==> config.mk <==
export PLATFORM = sky130hd
export DESIGN_NAME = wdrt_top
export DESIGN_NICKNAME = d
export VERILOG_FILES = /design/src/hw/wdrt_pkg.sv /design/src/hw/wdrt_prescaler.sv /design/src/hw/wdrt_top.sv
export VERILOG_INCLUDE_DIRS = /design/src /design/src/hw
export SDC_FILE = /design/constraint.sdc
export NUM_CORES = 1
export LEC_CHECK = 0
export BUFFER_PORTS_ARGS = -buffer_cell sky130_fd_sc_hd__buf_4
export CAP_MARGIN = 30
export CORE_ASPECT_RATIO = 0.5
export CORE_MARGIN = 2
export CORE_UTILIZATION = 45
export DETAILED_ROUTE_END_ITERATION = 6
export PLACE_DENSITY = 0.61
export SETUP_SLACK_MARGIN = 0.4
export SLEW_MARGIN = 40
export SYNTH_ARGS = -nofsm -noshare
export SYNTH_HDL_FRONTEND = slang
export SYNTH_HIERARCHICAL = 1
export SYNTH_SLANG_ARGS = --single-unit
==> constraint.sdc <==
create_clock -name clk_i -period 3.1 [get_ports clk_i]
set_clock_uncertainty 0.1 [all_clocks]
set_input_delay 0.465 -clock clk_i [delete_from_list [all_inputs] [get_ports clk_i]]
set_output_delay 0.465 -clock clk_i [all_outputs]
set_load 0.005 [all_outputs]
==> src/hw/wdrt_params.svh <==
`ifndef WDRT_PARAMS_SVH
`define WDRT_PARAMS_SVH
// ----------------------------------------
// register map and field layout
// ----------------------------------------
`define WDRT_CTRL_ADDR      8'hC0
`define WDRT_CTRL_RESET     8'h00
`define WDRT_BIT_PRE_HI     7
`define WDRT_BIT_PRE_LO     5
`define WDRT_BIT_UNUSED     4
`define WDRT_BIT_REF_FIRST  3
`define WDRT_BIT_REF_SECOND 2
`define WDRT_BIT_STATUS     1
`define WDRT_BIT_ENABLE     0
// ----------------------------------------
// timing
// ----------------------------------------
`define WDRT_CLK_HZ         100000000
`define WDRT_BASE_MS        16
// one counter step: base period split over the 16-bit counter span
// integer division trims the period slightly; pass an exact count if needed
`define WDRT_TICK_CYCLES    ((`WDRT_CLK_HZ / 1000 * `WDRT_BASE_MS) / 65536)
`endif

==> src/hw/wdrt_pkg.sv <==
package wdrt_pkg;
	typedef enum logic [2:0] {
		WDRT_IDLE  = 3'b001,
		WDRT_ARMED = 3'b010,
		WDRT_FIRST = 3'b100
	} wdrt_state_t;
endpackage

==> src/hw/wdrt_prescaler.sv <==
`include "wdrt_params.svh"
module wdrt_prescaler #(
	parameter int TICK_CYCLES = `WDRT_TICK_CYCLES
) (
	// clock and reset
	input  wire logic       clk_i,
	input  wire logic       rst_n_i,
	// control
	input  wire logic       clear_i,
	input  wire logic [2:0] prescale_i,
	// step output
	output logic            step_o
);
	// ----------------------------------------
	// base tick then power-of-two divider
	// ----------------------------------------
	logic [31:0] base_r;
	logic [6:0]  div_r;
	logic        base_tick;
	logic [7:0]  div_mask;
	assign base_tick = (base_r == 32'(TICK_CYCLES - 1));
	assign div_mask  = (8'h01 << prescale_i) - 8'h01;
	always_ff @(posedge clk_i or negedge rst_n_i) begin
		if (!rst_n_i) begin
			base_r <= 32'h0;
			div_r  <= 7'h00;
			step_o <= 1'b0;
		end else if (clear_i) begin
			base_r <= 32'h0;
			div_r  <= 7'h00;
			step_o <= 1'b0;
		end else begin
			base_r <= base_tick ? 32'h0 : base_r + 32'h1;
			if (base_tick)
				div_r <= div_r + 7'h01;
			step_o <= base_tick && ((div_r & div_mask[6:0]) == div_mask[6:0]);
		end
	end
endmodule

==> src/hw/wdrt_top.sv <==
`include "wdrt_params.svh"
// Function
// - enable low keeps watchdog idle, never resets
// - enabled and expired without refresh asserts system reset
// - timing element is a 16-bit counter scaled by prescale
// - prescale bits 7..5 select 16 ms doubling to 2048 ms
// - timeout sets status bit 1
// - status clears only by writing zero or external reset
// - setting enable starts watchdog and clears counters
// - control resets to zero; single-bit set and clear supported
module wdrt_top #(
	parameter int TICK_CYCLES = `WDRT_TICK_CYCLES
) (
	// clock and reset
	input  wire logic       clk_i,
	input  wire logic       rst_n_i,
	// register port
	input  wire logic [7:0] addr_i,
	input  wire logic       wr_i,
	input  wire logic [7:0] wdata_i,
	input  wire logic       bit_set_i,
	input  wire logic       bit_clr_i,
	input  wire logic [2:0] bit_sel_i,
	output logic [7:0]      rdata_o,
	// system reset request
	output logic            sys_reset_o
);
	// ----------------------------------------
	// reset release
	// ----------------------------------------
	logic [1:0] rst_sync_r;
	logic       rst_n;
	always_ff @(posedge clk_i or negedge rst_n_i) begin
		if (!rst_n_i)
			rst_sync_r <= 2'b00;
		else
			rst_sync_r <= {rst_sync_r[0], 1'b1};
	end
	assign rst_n = rst_sync_r[1];

	// ----------------------------------------
	// register write decode
	// ----------------------------------------
	logic [7:0]  ctrl_r;
	logic [7:0]  ctrl_nxt;
	logic [15:0] count_r;
	logic        sel;
	logic [7:0]  bit_mask;
	logic [7:0]  written;
	logic        any_wr;
	logic        enable_rise;
	logic        refresh_ok;
	logic        expire;
	logic        step;
	wdrt_pkg::wdrt_state_t state_r;
	wdrt_pkg::wdrt_state_t state_nxt;

	assign sel      = (addr_i == `WDRT_CTRL_ADDR);
	assign bit_mask = 8'h01 << bit_sel_i;
	// bit ops and byte write share one merge path
	assign written  = wr_i ? wdata_i :
		bit_set_i ? (ctrl_r | bit_mask) :
		bit_clr_i ? (ctrl_r & ~bit_mask) : ctrl_r;
	assign any_wr   = sel && (wr_i || bit_set_i || bit_clr_i);
	assign enable_rise = any_wr && written[`WDRT_BIT_ENABLE]
		&& !ctrl_r[`WDRT_BIT_ENABLE];
	assign refresh_ok = ctrl_r[`WDRT_BIT_ENABLE] && (state_r == wdrt_pkg::WDRT_FIRST)
		&& ctrl_r[`WDRT_BIT_REF_SECOND];
	assign expire = ctrl_r[`WDRT_BIT_ENABLE] && step && (count_r == 16'hFFFF)
		&& !refresh_ok;

	// ----------------------------------------
	// control register next value
	// ----------------------------------------
	always_comb begin
		ctrl_nxt = any_wr ? written : ctrl_r;
		ctrl_nxt[`WDRT_BIT_UNUSED] = 1'b0;
		if (refresh_ok) begin
			ctrl_nxt[`WDRT_BIT_REF_FIRST]  = 1'b0;
			ctrl_nxt[`WDRT_BIT_REF_SECOND] = 1'b0;
		end
		// set wins over a concurrent software clear
		if (expire)
			ctrl_nxt[`WDRT_BIT_STATUS] = 1'b1;
	end

	// ----------------------------------------
	// refresh order tracker
	// ----------------------------------------
	always_comb begin
		state_nxt = state_r;
		case (state_r)
			wdrt_pkg::WDRT_IDLE:
				if (ctrl_r[`WDRT_BIT_ENABLE])
					state_nxt = wdrt_pkg::WDRT_ARMED;
			wdrt_pkg::WDRT_ARMED:
				// second bit alone does not count; first must come first
				if (ctrl_r[`WDRT_BIT_REF_FIRST] && !ctrl_r[`WDRT_BIT_REF_SECOND])
					state_nxt = wdrt_pkg::WDRT_FIRST;
			wdrt_pkg::WDRT_FIRST:
				if (refresh_ok)
					state_nxt = wdrt_pkg::WDRT_ARMED;
			default:
				state_nxt = wdrt_pkg::WDRT_IDLE;
		endcase
		if (!ctrl_r[`WDRT_BIT_ENABLE] || enable_rise)
			state_nxt = wdrt_pkg::WDRT_IDLE;
	end

	// ----------------------------------------
	// prescaled 16-bit timeout counter
	// ----------------------------------------
	wdrt_prescaler #(
		.TICK_CYCLES (TICK_CYCLES)
	) u_prescaler (
		.clk_i      (clk_i),
		.rst_n_i    (rst_n),
		.clear_i    (!ctrl_r[`WDRT_BIT_ENABLE] || enable_rise || refresh_ok),
		.prescale_i (ctrl_r[`WDRT_BIT_PRE_HI:`WDRT_BIT_PRE_LO]),
		.step_o     (step)
	);

	// ----------------------------------------
	// state registers
	// ----------------------------------------
	// external reset clears everything, status included; the watchdog's own
	// reset output does not loop back here, so status survives it
	always_ff @(posedge clk_i or negedge rst_n) begin
		if (!rst_n) begin
			ctrl_r      <= `WDRT_CTRL_RESET;
			state_r     <= wdrt_pkg::WDRT_IDLE;
			count_r     <= 16'h0000;
			sys_reset_o <= 1'b0;
			rdata_o     <= `WDRT_CTRL_RESET;
		end else begin
			ctrl_r  <= ctrl_nxt;
			state_r <= state_nxt;
			if (!ctrl_r[`WDRT_BIT_ENABLE] || enable_rise || refresh_ok)
				count_r <= 16'h0000;
			else if (step)
				count_r <= count_r + 16'h0001;
			sys_reset_o <= expire;
			rdata_o     <= sel ? ctrl_nxt : 8'h00;
		end
	end
endmodule

**After elaboration in Yosys (flattened, before gate mapping)**

Cells that the tools add are included.

- Register bits after elaboration: 77
- Logic and storage cells: 68

- Shifts and indexed selects: 2
- Reductions and logical operators: 20
- Bitwise logic cells: 4
- Muxes and demuxes: 19
- Add/sub/neg operators: 4
- Equality and inequality tests: 10

Operator list:

| operator | number |
|---|---|
| 32-bit 2-to-1 mux | 2 |
| 8-bit 2-to-1 mux | 5 |
| 32-bit by 1-bit adder with 32-bit output (second input constant) | 1 |
| 32-bit by 5-bit equality test with 1-bit output (second input constant) | 1 |
| 16-bit 2-to-1 mux | 2 |
| 16-bit by 1-bit adder with 16-bit output (second input constant) | 1 |
| 16-bit equality test (second input constant) | 1 |
| 7-bit 2-to-1 mux | 2 |
| 3-bit 2-to-1 mux | 4 |
| 1-bit logical AND | 10 |
| 3-bit one-hot mux with 3 select lines | 1 |
| 8-bit AND | 1 |
| 8-bit equality test (second input constant) | 1 |
| 8-bit inverter | 1 |
| 8-bit bitwise OR | 1 |
| 1-bit by 3-bit << shifter with 8-bit output (first input constant) | 1 |
| 7-bit by 1-bit adder with 7-bit output (second input constant) | 1 |
| 7-bit AND | 1 |
| 7-bit equality test | 1 |
| 1-bit by 3-bit << shifter with 7-bit output (first input constant) | 1 |
| 7-bit by 1-bit subtractor with 7-bit output (second input constant) | 1 |
| 3-bit inequality test (second input constant) | 2 |
| 1-bit logical OR | 4 |
| 2-bit nonzero test | 2 |
| other kinds (8) | 11 |

**Longest topological paths before layout**

- Word-level depth: 11
- Mapped depth: 8
- Depth with buffers taken out: 5

**By module**

Netlist, hierarchy kept.

Modules (own cells, without submodules):

| module | sequential area each (um2) | area an instance (um2) | times used | cells an instance |
|---|---|---|---|---|
| wdrt_prescaler | 1,001.0 | 2,170.8 | 1 | 234 |
| wdrt_top | 902.1 | 1,855.5 | 1 | 182 |

**Worst setup path before layout**

No wires, ideal clock.

- Kind: flip-flop to flip-flop
- Start: register state_r[1]
- End: register u_prescaler.base_r[10]
- Arrival: 2.151 ns
- Cell stages (with the launch flop): 9
- Clock period less this slack: 2.383 ns
- Path buffers: 4
- Path slack: 0.717 ns
- Data required time: 2.868 ns
- Cell sequence: dfrtp_1 > nor4bb_1 > nand2b_1 > buf_2 > buf_2 > buf_1 > o21bai_1 > clkbuf_1 > nor2_1

- Longest elaborated chain between the ends: 5

Ends and longest elaborated chain:

| what | line | RTL |
|---|---|---|
| from (decl) | wdrt_top.sv:55 | `wdrt_pkg::wdrt_state_t state_r;` |
| from (signal assigned) | wdrt_top.sv:131 | `state_r <= wdrt_pkg::WDRT_IDLE;` |
| from (signal assigned) | wdrt_top.sv:137 | `state_r <= state_nxt;` |
| 3-bit equality test | wdrt_top.sv:67 | `` assign refresh_ok = ctrl_r[`WDRT_BIT_ENABLE] && (state_r == wdrt_pkg::WDRT_FIRST) `` |
| 1-bit logical AND (2 in series) | wdrt_top.sv:67 |  |
| 1-bit logical OR | wdrt_top.sv:118 | `` .clear_i (!ctrl_r[`WDRT_BIT_ENABLE] \|\| enable_rise \|\| refresh_ok), `` |
| 32-bit 2-to-1 mux | wdrt_prescaler.sv:28 | `end else if (clear_i) begin` |
| to (signal assigned) | wdrt_prescaler.sv:33 | `base_r <= base_tick ? 32'h0 : base_r + 32'h1;` |
| to (decl) | wdrt_prescaler.sv:17 | `logic [31:0] base_r;` |

Every way passes these cells.
A chain may end at the register's enable or synchronous reset.

**Worst setup path in the final report**

- Start: register u_prescaler.base_r[15]
- End: register u_prescaler.div_r[3]

- Longest elaborated chain between the ends: 2

Ends and longest elaborated chain:

| what | line | RTL |
|---|---|---|
| 32-bit by 5-bit equality test with 1-bit output | wdrt_prescaler.sv:21 | `assign base_tick = (base_r == 32'(TICK_CYCLES - 1));` |
| 2-bit nonzero test (no source line) | - |  |
| to (signal assigned) | wdrt_prescaler.sv:35 | `div_r <= div_r + 7'h01;` |
| to (decl) | wdrt_prescaler.sv:18 | `logic [6:0] div_r;` |

Every way passes these cells.

==> metrics <==
fin crit period=2315 ps; PwrDens=448.2 nW/um^2; reg2reg setup slack=790 ps; clock tree buffer depth=2; syn_nets=443; Pleak=1.786 nW; Post-Synthesis Cells=416; router iterations before antenna repair=4; Synth Area in Adders=0.009323; clock latency on the worst-skew pair=330 ps; Initial Util=0.4624; Req. time, crit path=3250 ps; post-synthesis compound-gate area fraction=0.1411; # clock sinks=76; initial DRC count=173; status=completed; DRC viols=0; Via density=5.837; Critical Path AT=2460 ps; routed wire length per instance=15.01 um; Syn-to-layout area delta=14.82%; GRT Overall Usage=0.1847; CP Max Fanout=15; largest family of logic cells by synthesized area=simple AND/OR/NAND/NOR gates; fraction of layout cells with a size suffix above 1=0.1502; Ports=33; Antenna Violating Nets Remaining=0; Fin Hold WS=175.6 ps; worst slew pin tran=569.5 ps; Synth Warn #=6; Buffers on Ports=30; Slew Viols, Final=0; Nets=468; Fin. Hold Viols=0; most common cell after layout, fill and taps aside=dfrtp_1; die area=9766 um^2; Startpoint Class=flip-flop; CTS tree=done; Total Wirelength=8450 um; Rows=24; Final Power=2.072 mW; post-synthesis register bit count=76; FFs w/ async S/R, synth=1.000; most frequent cells in the layout=dfrtp_1 (74), a21oi_1 (33), nor2_1 (33), buf_4 (33), o21ai_0 (20); Root Buffer=clkbuf_16; RD Place Congestion=0.8223; CTS Buf Count=9; antenna violations before repair=0; DIE HEIGHT=70.89 um; CP Class=reg2reg; mean post-synth cell area=9.679 um^2; Setup TNS Final=0 ps; relative slew slack=0.6192; clock slew seen by the registers of the worst setup and hold paths=60 ps; fmax=0.4320 GHz; Top FF cell, synth=dfrtp_1; Non-Filler Instances=563; post-synthesis mux area share=0.007769; sequential share of the synthesized area=0.4727; Post-synth EDFFs=0; core occupancy in the finished layout=0.5309; Inst Count DP=545; Hold Crit Class=reg2async; max-cap viol count=0; vias in the first global route=3173; final period utilization=0.7467; Crit. End Element=flip-flop; Setup Viol. Count Final=0; die width=137.8 um; synth unique cells=54; RSZ-0062 raised after global routing=no; Post-Synth XOR/XNOR Area=0.05221; vias=3286; ANT cells=0; mapped cell area=4026 um^2; Core Area=8708 um^2; post-CTS sizing=0; hpwl dp=5785 um; global-route wire length before repair=14280 um; Max H-tree Level=3; Peak supply drop=290.0 uV; post-synthesis simple-gate area fraction=0.2738; largest net degree at the start of global routing=43; grt ovf=0
stage by stage:
stage	area [um^2]	worst slack [ps]
2_1_floorplan	4026	717.2
3_3_place_gp	4332	653.2
3_5_place_dp	4332	629.9
4_1_cts	4613	623.2
5_1_grt	4623	531.2
6_report	4623	785.3
area by class of cell:
| type | count | area [um^2] |
|---|---|---|
| clock inverter | 4 | 25.02 |
| timing repair buffer | 35 | 277.8 |
| sequential | 76 | 1907 |
| inverter | 16 | 60.06 |
| fill | 764 | 4085 |
| multi-input combinational | 303 | 1961 |
| clock buffer | 12 | 246.5 |
| tap | 117 | 146.4 |
what timing repair did:
item                                    4_1_cts  5_1_grt
buffers inserted                              0        1
hold endpoints to repair                      2        0
hold buffers                                  1        0
endpoints found under the setup margin        0       37
power breakdown:
part           switching (mW)  total (mW)  internal [mW]
clock network           0.383       0.944          0.561
registers              0.0199        1.02           1.00
logic                  0.0567       0.105         0.0478
total                   0.460        2.07           1.61
kinds of logic after synthesis:
group,count (synthesis)
mux,3
flops,76
other cells,2
xor+xnor,24
compound gates,90
fa+ha+maj,3
buf+inv,37
simple gates,181
state kept, by name, summed over array words and instances (netlist names):
| name | count |
|---|---|
| rdata_o | 7 |
| state_r | 3 |
| u_prescaler/base_r | 32 |
| ctrl_r | 7 |
| u_prescaler/div_r | 7 |
| count_r | 16 |
| sys_reset_o | 1 |
| rst_sync_r | 2 |
| u_prescaler/step_o | 1 |
worst paths after layout:
check | from | to | cells after the start
hold reg to reg | rst_sync_r[1] | u_prescaler/base_r[30] | 0
max in group asynchronous | rst_sync_r[1] | state_r[0] | 1
setup / recovery | u_prescaler/base_r[15] | u_prescaler/div_r[3] | 4
hold / removal | rst_sync_r[1] | u_prescaler/base_r[30] | 0
setup reg to reg | u_prescaler/base_r[15] | u_prescaler/div_r[3] | 4
min in group clk_i | rst_sync_r[0] | rst_sync_r[1] | 0
layer usage:
layer	vias to the layer above	global-route usage	wire length (um)
met4	0	0.05442	78
met1	1607	0.2299	3960
met3	13	0.05161	379
met2	83	0.3167	4031
met5	-	0	0
li1	1583	-	-
worst max-delay path, cell delays in order (launching register included):
cell and delay, ps:
dfrtp_1 460, nor4_1 320, nand4_1 510, or4_1 680, a21oi_1 170
cells in the mapped netlist, drive strengths merged (4+ instances only):
| cell type | instances | area share |
|---|---|---|
| xor2 | 6 | 0.013 |
| nand2 | 15 | 0.014 |
| nand3 | 17 | 0.025 |
| clkbuf | 13 | 0.012 |
| or4 | 16 | 0.034 |
| a31o | 4 | 0.0087 |
| buf | 8 | 0.014 |
| a21oi | 33 | 0.041 |
| nor2b | 8 | 0.012 |
| dfrtp | 75 | 0.47 |
| and2 | 9 | 0.014 |
| or3 | 17 | 0.027 |
| o21ai | 20 | 0.025 |
| nor4 | 9 | 0.018 |
| o31ai | 12 | 0.022 |
| nand4 | 16 | 0.026 |
| and4 | 6 | 0.013 |
| and3 | 4 | 0.0062 |
| nor2 | 33 | 0.031 |
| inv | 16 | 0.015 |
| xnor2 | 18 | 0.039 |
| nor3 | 14 | 0.017 |
| a21o | 4 | 0.0075 |
| a221oi | 5 | 0.011 |
No activity file was read; power rests on OpenSTA's default activity.
